===== config.mk =====
export PLATFORM = sky130hd
export DESIGN_NAME = low_power_mode_sequencer
export DESIGN_NICKNAME = d
export VERILOG_FILES = /design/src/inc/lpm_pkg.sv /design/src/low_power_mode_sequencer.sv /design/src/wake_interrupt_latch.sv
export SDC_FILE = /design/constraint.sdc
export NUM_CORES = 1
export LEC_CHECK = 0
export BUFFER_PORTS_ARGS = -buffer_cell sky130_fd_sc_hd__buf_2
export CORE_MARGIN = 1.5
export CORE_UTILIZATION = 45
export CTS_CLUSTER_DIAMETER = 30
export DETAILED_ROUTE_END_ITERATION = 10
export PLACE_DENSITY = 0.81
export SYNTH_ARGS = -nofsm -noshare
export SYNTH_HDL_FRONTEND = slang
export SYNTH_SLANG_ARGS = --single-unit

===== constraint.sdc =====
create_clock -name core_clk_in -period 3.4 [get_ports core_clk_in]
set_input_delay 0.34 -clock core_clk_in [delete_from_list [all_inputs] [get_ports core_clk_in]]
set_output_delay 0.34 -clock core_clk_in [all_outputs]
set_load 0.02 [all_outputs]

===== src/inc/lpm_pkg.sv =====
// constants, state encoding and state record for the low power mode sequencer
// Notes on behaviour
// Light sleep stops only the core clock.
// Light sleep holds execution until interrupt or reset.
// Deep sleep stops oscillator; pins stay static.
// Deep sleep retains processor, register, SRAM state.
// Deep sleep gates RC output; RTC oscillator runs.
// Deep entry kills PLL, zeroes core/USB dividers.
// Deep sleep ends on reset or clockless interrupt.
// Flash stays powered throughout deep sleep.
// RC source: resume after 4 oscillator cycles.
// Main oscillator source: resume after 4096 cycles.
// Software reprograms PLL and dividers after wake.
// Power-down adds RC and flash power off.
// Power-down wake: 60 us RC start-up first.
// Then 4 RC cycles before resuming from SRAM; code waits 4096 main cycles instead if main was the source.
// Flash timer counts RC cycles, blocks flash.
// Flash timer releases at 400 RC cycles.
// Deep power-down entered only from RTC request.
// Deep power-down powers only RTC and reset.
// Deep power-down exits on reset pin or alarm.
// Interrupt controller hands wake mask at entry.
// Wake latch fires on masked interrupt, no polling.
// Each peripheral clock gated by software control.
// Each peripheral has its own clock divider.
// Always-on domain keeps RTC running.
package lpm_pkg;
  localparam int unsigned CORE_MHZ = 250;
  localparam int unsigned IRC_MHZ = 4;
  localparam int unsigned NIRQ = 32;
  localparam int unsigned NPER = 4;
  localparam int unsigned PDIV_W = 4;
  localparam int unsigned CDIV_W = 8;
  localparam int unsigned UDIV_W = 4;
  localparam int unsigned CNT_W = 16;
  localparam int unsigned FCNT_W = 9;
  // wake timing in oscillator cycles
  localparam int unsigned DS_IRC_CYC = 4;
  localparam int unsigned DS_OSC_CYC = 4096;
  localparam int unsigned PD_IRC_CYC = 4;
  // start-up times in ns, converted to cycles
  localparam int unsigned IRC_START_NS = 60000;
  localparam int unsigned IRC_START_CYC = (IRC_START_NS * CORE_MHZ + 999) / 1000;
  localparam int unsigned FLASH_START_NS = 100000;
  localparam int unsigned FLASH_CYC = (FLASH_START_NS * IRC_MHZ + 999) / 1000;
  // sleep request mode select codes
  localparam logic [1:0] MODE_LIGHT = 2'h0;
  localparam logic [1:0] MODE_DEEP = 2'h1;
  localparam logic [1:0] MODE_PDOWN = 2'h2;

  typedef enum logic [2:0] {
    ST_RUN = 3'h0,
    ST_SLEEP = 3'h1,
    ST_DSLEEP = 3'h2,
    ST_PDOWN = 3'h3,
    ST_DPD = 3'h4,
    ST_IRC_START = 3'h5,
    ST_OSC_WAIT = 3'h6
  } state_e;

  typedef struct packed {
    state_e state;
    logic [CNT_W-1:0] cnt;
    logic [FCNT_W-1:0] flash_cnt;
    logic flash_busy;
    logic src_main;
    logic core_clk_en;
    logic osc_en;
    logic irc_out_en;
    logic irc_pwr;
    logic pll_en;
    logic pll_conn;
    logic flash_pwr;
    logic flash_ok;
    logic pins_hold;
    logic retain;
    logic main_pwr;
    logic wic_capture;
    logic wic_clear;
    logic [CDIV_W-1:0] cpu_core_clock_div;
    logic [UDIV_W-1:0] usb_div;
    logic [NPER-1:0][PDIV_W-1:0] pdiv_cnt;
    logic [NPER-1:0] pclk_en;
  } lpm_s;

  localparam lpm_s LPM_RESET = '{
    state: ST_RUN, cnt: '0, flash_cnt: '0, flash_busy: 1'b0, src_main: 1'b0,
    core_clk_en: 1'b1, osc_en: 1'b0, irc_out_en: 1'b1, irc_pwr: 1'b1,
    pll_en: 1'b0, pll_conn: 1'b0, flash_pwr: 1'b1, flash_ok: 1'b1,
    pins_hold: 1'b0, retain: 1'b0, main_pwr: 1'b1, wic_capture: 1'b0,
    wic_clear: 1'b0, cpu_core_clock_div: '0, usb_div: '0, pdiv_cnt: '0, pclk_en: '0
  };

  typedef struct packed {
    logic [NIRQ-1:0] mask;
    logic armed;
    logic pend;
  } wic_s;

  localparam wic_s WIC_RESET = '{mask: '0, armed: 1'b0, pend: 1'b0};
endpackage : lpm_pkg


===== src/low_power_mode_sequencer.sv =====
// low power mode sequencer: mode entry, clock and power gating, wake timing
`timescale 1ns/1ps
module low_power_mode_sequencer #(
  parameter int unsigned IRC_START_CYC = lpm_pkg::IRC_START_CYC
) (
  input wire logic core_clk_in,
  input wire logic srst_in,
  input wire logic sleep_req_in,
  input wire logic [1:0] mode_sel_in,
  input wire logic rtc_dpd_req_in,
  input wire logic rtc_alarm_in,
  input wire logic reset_pin_in,
  input wire logic clk_src_main_in,
  input wire logic irc_tick_in,
  input wire logic main_osc_tick_in,
  input wire logic [lpm_pkg::NIRQ-1:0] irq_in,
  input wire logic [lpm_pkg::NIRQ-1:0] irq_mask_in,
  input wire logic pll_wr_in,
  input wire logic pll_en_in,
  input wire logic pll_conn_in,
  input wire logic div_wr_in,
  input wire logic [lpm_pkg::CDIV_W-1:0] cpu_core_clock_div_in,
  input wire logic [lpm_pkg::UDIV_W-1:0] usb_div_in,
  input wire logic [lpm_pkg::NPER-1:0] periph_gate_in,
  input wire logic [lpm_pkg::NPER*lpm_pkg::PDIV_W-1:0] periph_div_in,
  output logic core_clk_en_out,
  output logic main_osc_en_out,
  output logic irc_out_en_out,
  output logic irc_pwr_en_out,
  output logic rtc_osc_en_out,
  output logic pll_en_out,
  output logic pll_connect_out,
  output logic [lpm_pkg::CDIV_W-1:0] cpu_core_clock_div_out,
  output logic [lpm_pkg::UDIV_W-1:0] usb_div_out,
  output logic flash_pwr_en_out,
  output logic flash_ready_out,
  output logic pins_hold_out,
  output logic retain_out,
  output logic main_pwr_en_out,
  output logic [2:0] mode_out,
  output logic [lpm_pkg::NPER-1:0] periph_clk_en_out
);
  lpm_pkg::lpm_s q, d;
  logic wic_wake;
  logic osc_tick;
  logic [lpm_pkg::CNT_W-1:0] osc_lim;

  ////////////////////////////////////////////////////////////////////////
  // shared entry actions of every oscillator-stopped mode (deep sleep, power-down, deep power-down)
  function automatic lpm_pkg::lpm_s enter_deep(input lpm_pkg::lpm_s s, input logic main_src);
    lpm_pkg::lpm_s r;
    r = s;
    r.core_clk_en = 1'b0;
    r.osc_en = 1'b0;
    r.irc_out_en = 1'b0;
    r.pll_en = 1'b0;
    r.pll_conn = 1'b0;
    r.cpu_core_clock_div = '0;
    r.usb_div = '0;
    r.pins_hold = 1'b1;
    r.retain = 1'b1;
    r.src_main = main_src;
    r.wic_capture = 1'b1;
    r.cnt = '0;
    return r;
  endfunction : enter_deep

  function automatic logic clocks_running(input lpm_pkg::state_e s);
    return (s == lpm_pkg::ST_RUN) || (s == lpm_pkg::ST_SLEEP);
  endfunction : clocks_running

  ////////////////////////////////////////////////////////////////////////
  wake_interrupt_latch u_wake_latch (
    .core_clk_in(core_clk_in),
    .srst_in(srst_in),
    .capture_in(q.wic_capture),
    .mask_in(irq_mask_in),
    .irq_in(irq_in),
    .clear_in(q.wic_clear),
    .wake_out(wic_wake)
  );

  // outside deep power-down, which always resumes on the rc, the oscillator that was in use before entry times the resume
  assign osc_tick = q.src_main ? main_osc_tick_in : irc_tick_in;
  assign osc_lim = q.src_main ? lpm_pkg::CNT_W'(lpm_pkg::DS_OSC_CYC)
                 : (q.flash_busy ? lpm_pkg::CNT_W'(lpm_pkg::PD_IRC_CYC)
                 : lpm_pkg::CNT_W'(lpm_pkg::DS_IRC_CYC));

  ////////////////////////////////////////////////////////////////////////
  // next state of the whole sequencer
  always_comb begin
    d = q;
    d.wic_capture = 1'b0;
    d.wic_clear = 1'b0;

    // per-peripheral gate and divider, live while clocks run
    for (int i = 0; i < lpm_pkg::NPER; i++) begin
      if (!periph_gate_in[i] || !clocks_running(q.state)) begin
        d.pdiv_cnt[i] = '0;
        d.pclk_en[i] = 1'b0;
      end else if (q.pdiv_cnt[i] == periph_div_in[i*lpm_pkg::PDIV_W +: lpm_pkg::PDIV_W]) begin
        d.pdiv_cnt[i] = '0;
        d.pclk_en[i] = 1'b1;
      end else begin
        d.pdiv_cnt[i] = q.pdiv_cnt[i] + 1'b1;
        d.pclk_en[i] = 1'b0;
      end
    end

    // flash start-up timer runs on RC ticks regardless of core state
    if (q.flash_busy && irc_tick_in) begin
      if (q.flash_cnt == lpm_pkg::FCNT_W'(lpm_pkg::FLASH_CYC - 1)) begin
        d.flash_busy = 1'b0;
        d.flash_ok = 1'b1;
      end else begin
        d.flash_cnt = q.flash_cnt + 1'b1;
      end
    end

    unique case (q.state)
      lpm_pkg::ST_RUN: begin
        // plls and dividers are set only by software writes and cleared on deep entry, never restored on wake
        if (pll_wr_in) begin
          d.pll_en = pll_en_in;
          d.pll_conn = pll_conn_in & pll_en_in;
        end
        if (div_wr_in) begin
          d.cpu_core_clock_div = cpu_core_clock_div_in;
          d.usb_div = usb_div_in;
        end
        if (rtc_dpd_req_in) begin
          d = enter_deep(d, 1'b0);
          d.irc_pwr = 1'b0;
          d.flash_pwr = 1'b0;
          d.flash_ok = 1'b0;
          d.main_pwr = 1'b0;
          d.state = lpm_pkg::ST_DPD;
        end else if (sleep_req_in) begin
          // a sleep request with the unused mode code is ignored
          if (mode_sel_in == lpm_pkg::MODE_LIGHT) begin
            d.core_clk_en = 1'b0;
            d.state = lpm_pkg::ST_SLEEP;
          end else if (mode_sel_in == lpm_pkg::MODE_DEEP) begin
            d = enter_deep(d, clk_src_main_in);
            d.state = lpm_pkg::ST_DSLEEP;
          end else if (mode_sel_in == lpm_pkg::MODE_PDOWN) begin
            d = enter_deep(d, clk_src_main_in);
            d.irc_pwr = 1'b0;
            d.flash_pwr = 1'b0;
            d.flash_ok = 1'b0;
            d.state = lpm_pkg::ST_PDOWN;
          end
        end
      end
      lpm_pkg::ST_SLEEP: begin
        // peripherals keep running; any enabled interrupt resumes the core
        if (|(irq_in & irq_mask_in)) begin
          d.core_clk_en = 1'b1;
          d.state = lpm_pkg::ST_RUN;
        end
      end
      lpm_pkg::ST_DSLEEP: begin
        // the latch still shows the last wake until the capture lands
        if (wic_wake && !q.wic_capture) begin
          d.wic_clear = 1'b1;
          d.cnt = '0;
          if (q.src_main) begin
            d.osc_en = 1'b1;
          end else begin
            d.irc_out_en = 1'b1;
          end
          d.state = lpm_pkg::ST_OSC_WAIT;
        end
      end
      lpm_pkg::ST_PDOWN: begin
        if (wic_wake && !q.wic_capture) begin
          d.wic_clear = 1'b1;
          d.irc_pwr = 1'b1;
          d.flash_pwr = 1'b1;
          d.cnt = '0;
          d.state = lpm_pkg::ST_IRC_START;
        end
      end
      lpm_pkg::ST_DPD: begin
        // only the reset pin and the alarm reach this always-on logic
        if (rtc_alarm_in || reset_pin_in) begin
          d.wic_clear = 1'b1;
          d.main_pwr = 1'b1;
          d.irc_pwr = 1'b1;
          d.flash_pwr = 1'b1;
          d.src_main = 1'b0;
          d.cnt = '0;
          d.state = lpm_pkg::ST_IRC_START;
        end
      end
      lpm_pkg::ST_IRC_START: begin
        // no rc ticks exist yet, so the start-up is timed in core cycles
        if (q.cnt == lpm_pkg::CNT_W'(IRC_START_CYC - 1)) begin
          d.cnt = '0;
          d.irc_out_en = 1'b1;
          d.flash_busy = 1'b1;
          d.flash_cnt = '0;
          d.osc_en = q.src_main;
          d.state = lpm_pkg::ST_OSC_WAIT;
        end else begin
          d.cnt = q.cnt + 1'b1;
        end
      end
      lpm_pkg::ST_OSC_WAIT: begin
        // code in sram may run before the flash timer ends
        if (osc_tick) begin
          if (q.cnt == osc_lim - 1'b1) begin
            d.cnt = '0;
            d.core_clk_en = 1'b1;
            d.pins_hold = 1'b0;
            d.retain = 1'b0;
            d.state = lpm_pkg::ST_RUN;
          end else begin
            d.cnt = q.cnt + 1'b1;
          end
        end
      end
      default: begin
        d = lpm_pkg::LPM_RESET;
      end
    endcase
  end

  ////////////////////////////////////////////////////////////////////////
  always_ff @(posedge core_clk_in) begin
    if (srst_in) begin
      q <= lpm_pkg::LPM_RESET;
    end else begin
      q <= d;
    end
  end

  // every output but rtc_osc_en_out is a field of the registered state; that one is tied high
  assign core_clk_en_out = q.core_clk_en;
  assign main_osc_en_out = q.osc_en;
  assign irc_out_en_out = q.irc_out_en;
  assign irc_pwr_en_out = q.irc_pwr;
  assign rtc_osc_en_out = q.main_pwr | 1'b1;
  assign pll_en_out = q.pll_en;
  assign pll_connect_out = q.pll_conn;
  assign cpu_core_clock_div_out = q.cpu_core_clock_div;
  assign usb_div_out = q.usb_div;
  assign flash_pwr_en_out = q.flash_pwr;
  assign flash_ready_out = q.flash_ok;
  assign pins_hold_out = q.pins_hold;
  assign retain_out = q.retain;
  assign main_pwr_en_out = q.main_pwr;
  assign mode_out = q.state;
  assign periph_clk_en_out = q.pclk_en;

  ////////////////////////////////////////////////////////////////////////
  a_light_core_only: assert property (@(posedge core_clk_in) disable iff (srst_in)
    q.state == lpm_pkg::ST_SLEEP |-> !core_clk_en_out && irc_pwr_en_out && flash_pwr_en_out && $stable(pll_en_out))
    else $error("light sleep touched more than the core clock");
  a_deep_clocks_off: assert property (@(posedge core_clk_in) disable iff (srst_in)
    q.state inside {lpm_pkg::ST_DSLEEP, lpm_pkg::ST_PDOWN}
      |-> !main_osc_en_out && !irc_out_en_out && pins_hold_out && retain_out && rtc_osc_en_out)
    else $error("clock or pin left active in deep mode");
  a_pll_auto_off: assert property (@(posedge core_clk_in) disable iff (srst_in)
    q.state == lpm_pkg::ST_RUN && sleep_req_in && mode_sel_in == lpm_pkg::MODE_DEEP && !rtc_dpd_req_in
      |=> !pll_en_out && !pll_connect_out && cpu_core_clock_div_out == '0 && usb_div_out == '0)
    else $error("pll or divider not cleared on deep entry");
  a_deep_flash_on: assert property (@(posedge core_clk_in) disable iff (srst_in)
    q.state == lpm_pkg::ST_DSLEEP |-> flash_pwr_en_out && irc_pwr_en_out)
    else $error("flash or rc power lost in deep sleep");
  a_pdown_power_off: assert property (@(posedge core_clk_in) disable iff (srst_in)
    q.state == lpm_pkg::ST_PDOWN |-> !irc_pwr_en_out && !flash_pwr_en_out && !flash_ready_out)
    else $error("power-down left rc or flash powered");
  a_dpd_entry_src: assert property (@(posedge core_clk_in) disable iff (srst_in)
    q.state != lpm_pkg::ST_DPD ##1 q.state == lpm_pkg::ST_DPD |-> $past(rtc_dpd_req_in) && !main_pwr_en_out)
    else $error("deep power-down entered without rtc request");
  a_dpd_exit_src: assert property (@(posedge core_clk_in) disable iff (srst_in)
    q.state == lpm_pkg::ST_DPD ##1 q.state != lpm_pkg::ST_DPD |-> $past(rtc_alarm_in) || $past(reset_pin_in))
    else $error("deep power-down left without alarm or reset pin");
  a_flash_blocked: assert property (@(posedge core_clk_in) disable iff (srst_in)
    q.flash_busy |-> !flash_ready_out)
    else $error("flash released while start-up timer runs");
  a_deep_irc_resume: assert property (@(posedge core_clk_in) disable iff (srst_in)
    q.state == lpm_pkg::ST_OSC_WAIT && !q.src_main && !q.flash_busy && irc_tick_in && q.cnt == 16'h0003
      |=> core_clk_en_out && q.state == lpm_pkg::ST_RUN)
    else $error("rc wake did not resume after four cycles");
endmodule : low_power_mode_sequencer


===== src/wake_interrupt_latch.sv =====
// wake interrupt latch: holds the handed-over mask and flags a wake
`timescale 1ns/1ps
module wake_interrupt_latch (
  input wire logic core_clk_in,
  input wire logic srst_in,
  input wire logic capture_in,
  input wire logic [lpm_pkg::NIRQ-1:0] mask_in,
  input wire logic [lpm_pkg::NIRQ-1:0] irq_in,
  input wire logic clear_in,
  output logic wake_out
);
  lpm_pkg::wic_s q, d;

  ////////////////////////////////////////////////////////////////////////
  // next state: capture on entry, detect without any polling loop
  always_comb begin
    d = q;
    if (capture_in) begin
      d.mask = mask_in;
      d.armed = 1'b1;
      d.pend = 1'b0;
    end
    if (clear_in) begin
      d.armed = 1'b0;
      d.pend = 1'b0;
    end
    // set wins over a clear in the same cycle so no interrupt is lost
    if (q.armed && |(q.mask & irq_in)) begin
      d.pend = 1'b1;
    end
  end

  always_ff @(posedge core_clk_in) begin
    if (srst_in) begin
      q <= lpm_pkg::WIC_RESET;
    end else begin
      q <= d;
    end
  end

  assign wake_out = q.pend;

  ////////////////////////////////////////////////////////////////////////
  a_mask_capture: assert property (@(posedge core_clk_in) disable iff (srst_in)
    capture_in && !clear_in |=> q.armed && q.mask == $past(mask_in))
    else $error("wake mask not captured at entry");
  a_wake_detect: assert property (@(posedge core_clk_in) disable iff (srst_in)
    q.armed && |(q.mask & irq_in) |=> wake_out)
    else $error("masked interrupt did not raise wake");
endmodule : wake_interrupt_latch


# == Word level (Yosys, flattened, before mapping) ==
# Cells that the tools add are included.
# totals
rom_bits,0
ramBits,0
memories,0
latchBits,0
output_inout_bits,31
register_bits,109
# classes
div_mod_pow,0
muxes,74
bitwise,10
n_eq_ne,31
addsub,7
multipliers,0
magnitude_cmp,0
shifts,0
n_reduce_logical,39
# ops
operator,count
$mux W75,4
$pmux W16 S7,1
$mux W19,4
$and A32 B32 Y32,2
$pmux W32 S2,1
$reduce_or A32 Y1,2
$mux W44,1
$mux W16,2
$mux W4,8
$pmux W10 S3,1
$mux W27,1
$mux W1,26
$pmux W3 S7,1
$reduce_and A7 Y1,3
$mux W10,2
$ne A2 B2 Y1 const B,9
$add A16 B1 Y16 const B,1
$add A4 B1 Y4 const B,4
$eq A16 B14 Y1 const B,1
$eq A16 B16 Y1,1
$eq A4 B4 Y1,4
$reduce_or A5 Y1,3
$sub A13 B1 Y14 const B,1
$mux W13,1
other kinds (38),77

# == Depth between registers and ports, before layout ==
# logic_depth
word_depth,11
ltp_mapped,9
ltp_nobuf,8

# == Cells and area by module ==
# From an unflattened synthesis, not the netlist that was laid out.
# hier_totals
hier_cells,602
area_unflattened_um2,5247.5
# by_module_without_submodules
module,cells_per_inst,seq_area_each_um2,area_each_um2,instances
low_power_mode_sequencer,470,1461.4,3896.2,1
wake_interrupt_latch,132,680.7,1351.3,1

# == Worst setup path before layout ==
# OpenSTA, ideal clock, no wires.
# synth_timing
path_type,input to register
start,input mode_sel_in[0]
end,register q[67] in the netlist's numbering
arrival_time_ns,2.080
path_buffers,0
slack_ns,1.246
path_stages,8
path_cell_list,inv_1 ha_1 nand2_1 o21ai_1 o211ai_1 or3_1 or4_1 a31oi_1
# synth_via
elab_chain_cells,6
word_cells_on_any_way,11
# synth_lines
item,line,rtl
"start, declared",low_power_mode_sequencer.sv:9,"input wire logic [1:0] mode_sel_in,"
$eq A2 B1 Y1,low_power_mode_sequencer.sv:143,end else if (mode_sel_in == lpm_pkg::MODE_DEEP) begin
$mux W75,low_power_mode_sequencer.sv:143,
$mux W27,low_power_mode_sequencer.sv:140,if (mode_sel_in == lpm_pkg::MODE_LIGHT) begin
$mux W75,low_power_mode_sequencer.sv:138,end else if (sleep_req_in) begin
$mux W75,low_power_mode_sequencer.sv:131,if (rtc_dpd_req_in) begin
$pmux W16 S7,low_power_mode_sequencer.sv:120,unique case (q.state)
"end signal, assigned",low_power_mode_sequencer.sv:232,q <= lpm_pkg::LPM_RESET;
"end, declared",low_power_mode_sequencer.sv:43,"lpm_pkg::lpm_s q, d;"
# Parallel ways exist; a longest one is shown, timed or not. The select of a mux whose other input is x is not followed.
# A chain may end at the register's enable or synchronous reset.

# == Worst setup path after layout ==
# layout_timing
start,register q (netlist bit mode_out[1])
end,register q[67] in the netlist's numbering
# layout_via
elab_chain_cells,3
word_cells_on_any_way,17
# layout_lines
item,line
$logic_not A3 Y1 (tied with other cells),low_power_mode_sequencer.sv:120
$ne A4 B2 Y1 (no line) (tied with other cells),--
$reduce_and A8 Y1 (no line),--
# Parallel ways exist; a longest one is shown, timed or not.

==> results by group <==
Run status
  – Status: finished with violations
  – Failing checks: design-rule violations

Worst setup path
  – Crit Reg-Reg Startpoint: mode_out[1]
  – Reg-to-reg setup timing slack: between 0.6 and 0.7 ns
  – Number of cell instances on the worst register-to-register path: 5
  – End of the worst register-to-register path: q[67]
  – Nature of the critical path endpoint: flop
  – Setup crit start kind: flop
  – Required time reported for the critical path endpoint: roughly 3.7 ns
  – Crit Path Category: reg -> reg
  – Crit-path max FO: 22
  – Endpoint arrival time on the critical path: 3.02 ns

Floorplanning
  – Number of placed I/O pins: 142
  – Die ar.: ~13000 µm²
  – Number of standard-cell rows in the floorplan: 39
  – Width of the chip: around 110 µm
  – Std-Cell Core Area: about 12000 µm²
  – Vertical die dimension: approximately 110 µm
  – Initial Utilization: between 40% and 50%

STA
  – Final number of setup-violating endpoints: 0
  – Fin Setup TNS: 0 ns
  – Setup repair after global routing missed its margin: false
  – Number of failing hold endpoints at the final stage: 0
  – Final critical-path share of the clock period: about four fifths
  – Slew margin rel.: 39.0%
  – Worst Skew: 0.00401 ns
  – Max Fclk: approximately 0.36 GHz
  – Slew Limit Fails: 0
  – Tmin final: 2.75 ns
  – Worst hold slack after final layout: around 0.22 ns
  – Final worst setup slack: approximately 0.65 ns
  – Worst Max-Slew Pin Slew: 0.913 ns

Synth
  – Count of flip-flops with a built-in enable after synthesis: 0
  – Synth top area share: between 40% and 50%
  – Post-synthesis cell type count: 66
  – Cell type with the highest aggregate area in the netlist: sky130_fd_sc_hd__dfxtp_1
  – Commonest cells post-synth: sky130_fd_sc_hd__dfxtp_1, sky130_fd_sc_hd__nor2_1, sky130_fd_sc_hd__nand2_1
  – Share of synthesized area occupied by flip-flops and latches: about two fifths
  – Synthesized netlist cell count: 624
  – Count leader, synth: sky130_fd_sc_hd__dfxtp_1
  – Register bit count reported by yosys: 107
  – Post-synth top flop: sky130_fd_sc_hd__dfxtp_1
  – Largest cells by area after synthesis: sky130_fd_sc_hd__dfxtp_1, sky130_fd_sc_hd__nor2_1, sky130_fd_sc_hd__mux2i_1
  – Syn Area/Cell: ~8.6 µm²
  – Net count after synthesis: between 700 and 800
  – Fraction of synthesis flops using an asynchronous set or reset pin: 0%
  – Syn. warnings: 0
  – Cell area after synthesis: around 5300 µm²

Clocking
  – TritonCTS clock tree: done
  – Post-CTS resize count: 0
  – Clock buffers created by TritonCTS: 9
  – Sink Count: around 110
  – H-tree depth reported by CTS: 3
  – Later-pin clock latency in the skew report: around 0.34 ns
  – Post-CTS repair timing setup buffer count: 0
  – Clock transition at the registers of the reported paths: 0.07 ns
  – Number of hold buffers added after cts: 0
  – Maximum buffer depth of the clock tree: 2
  – CTS Root Buffer Type: sky130_fd_sc_hd__clkbuf_16

Finish
  – Ratio of cells with drive above 1 in the final layout: 23.1%
  – Antenna Cells: 0
  – Net count, final: between 800 and 900
  – Fin util: 54.5%
  – Syn-to-layout area delta: 17.5%

Power
  – Clk pwr share: 26.9%
  – Sequential cell fraction of total power: about two fifths
  – Internal Dissipation: around 0.0025 W
  – Switching power summed over all nets: between 0.001 and 0.0015 W
  – Switching Fraction: between 30% and 40%
  – VDD IR-drop max: roughly 0.30 mV
  – Total power draw: 0.00391 W
  – Leak: ~2.5 nW
  – Gate power share: approximately a third
  – Pwr dens: about 620 nW/µm²

Hold path
  – Worst Hold Path EP: periph_clk_en_out[2]
  – Hold Crit Class: in -> reg
  – Hold-critical path depth: 3
  – Hold path start: periph_gate_in[2]

Place
  – Post-placement worst setup slack: just over 0.7 ns
  – Routability Congestion: 0.909
  – Total of buffers placed on input and output ports: 140
  – Estimated wirelength of the detail-placed design: ~9500 µm

Routing
  – Number of search-and-repair iterations in the first detailed-routing pass: 8
  – WL per Instance: 14.4 µm
  – Detailed-route DRC error count: 7
  – Via total after detailed routing: around 4800
  – Iter 0 DRT Violations: between 300 and 400
  – Remaining antenna violation count: 0
  – Aggregate routed wire length: between 10000 and 15000 µm
  – Mean number of vias per cell: ~5.4

Global routing
  – Total global routing track utilization: 20.7%
  – Global-route wire length before repair: between 20000 and 25000 µm
  – Largest net degree at the start of global routing: 34
  – Initial antenna violation count: 0
  – Overflow left after global routing: 0
  – Vias in the first global route: roughly 4400

Job
  – Number of max-cap violations: 0
-- logic make-up (layout without fill, tap and decap cells) --
group | Yosys count | in the layout | share of synthesized area [%]
other | 1 | 1 | 0.0702
AOI/OAI and AO/OA | 103 | 103 | 13.6
xor gates and xnor gates | 44 | 44 | 7.21
and+or+nand+nor | 259 | 259 | 23.6
DFF | 107 | 107 | 40.1
adders and majority gates | 9 | 9 | 2.11
buffers and inverters | 64 | 175 | 6.39
muxes | 37 | 37 | 6.95
-- metal layers --
layer	track usage (%)	vias up	part of all wire, %
li1	-	2413	-
met1	26.2	2186	45
met2	35.4	144	48
met3	4.68	13	5.7
met4	5.74	0	1.2
met5	0	-	0
-- metrics by stage --
step | cell area, µm² | instances
after floorplan | 5340 | 624
after global placement | 5980 | 863
after detailed placement | 5980 | 863
after CTS | 6280 | 878
after global routing | 6280 | 878
final | 6280 | 878
-- sequential cells by signal (all words and copies together) (netlist names) --
| name | cells |
|---|---|
| mode_out | 3 |
| main_osc_en_out | 1 |
| irc_out_en_out | 1 |
| usb_div_out | 4 |
| q | 45 |
| u_wake_latch.wake_out | 1 |
| flash_ready_out | 1 |
| irc_pwr_en_out | 1 |
| cpu_core_clock_div_out | 8 |
| main_pwr_en_out | 1 |
| pll_en_out | 1 |
| core_clk_en_out | 1 |
| pins_hold_out | 1 |
| u_wake_latch.q | 33 |
| pll_connect_out | 1 |
| periph_clk_en_out | 4 |
-- cells in the final DEF (no fill, tap or decap), types with 10 or more instances in the layout --
cell,instances
sky130_fd_sc_hd__nand4_1,20
sky130_fd_sc_hd__xnor2_1,34
sky130_fd_sc_hd__xor2_1,10
sky130_fd_sc_hd__nand3_1,33
sky130_fd_sc_hd__a22oi_1,30
sky130_fd_sc_hd__a21oi_1,28
sky130_fd_sc_hd__mux2i_1,36
sky130_fd_sc_hd__nand2_1,45
sky130_fd_sc_hd__dfxtp_1,106
sky130_fd_sc_hd__buf_2,140
sky130_fd_sc_hd__nor3_1,10
sky130_fd_sc_hd__inv_1,15
sky130_fd_sc_hd__nor2_1,102
-- how the worst max path moves through the flow --
stage	start	endpoint	slack (ns)	cells after the start
floorplan	mode_sel_in[0]	q[67]	1.25	8
global placement	mode_out[1]	q[67]	0.82	5
detailed placement	mode_out[1]	q[64]	0.72	5
CTS	mode_out[1]	q[64]	0.70	5
global route	mode_out[1]	q[64]	0.46	5
finish	mode_out[1]	q[67]	0.65	5
-- worst max-delay path, cell delays in order, from the launching register on --
cell and delay (ns):
sky130_fd_sc_hd__dfxtp_1 0.80, sky130_fd_sc_hd__nand2_1 0.24, sky130_fd_sc_hd__o311ai_2 0.83, sky130_fd_sc_hd__nor3_1 0.27, sky130_fd_sc_hd__a21o_2 0.36, sky130_fd_sc_hd__a31oi_1 0.16
-- power by group through the flow --
stage | combinational (W) | clock [W] | sequential, W
CTS | 0.00130 | 0.00108 | 0.00156
floorplan | 0.00101 | 0 | 0.00156
global placement | 0.00127 | 0 | 0.00158
global route | 0.00143 | 0.00113 | 0.00159
detailed placement | 0.00129 | 0 | 0.00159
finish | 0.00130 | 0.00105 | 0.00156
-- area by class of cell --
class	instances	area, µm²
flip-flops and latches	107	2140
repair buffers	145	738
clock inverters	6	75.1
multi-input cells	453	2860
well taps	143	179
clock buffers	9	225
fillers	1043	5240
inverters	15	56.3
(Power assumes the default switching activity.)
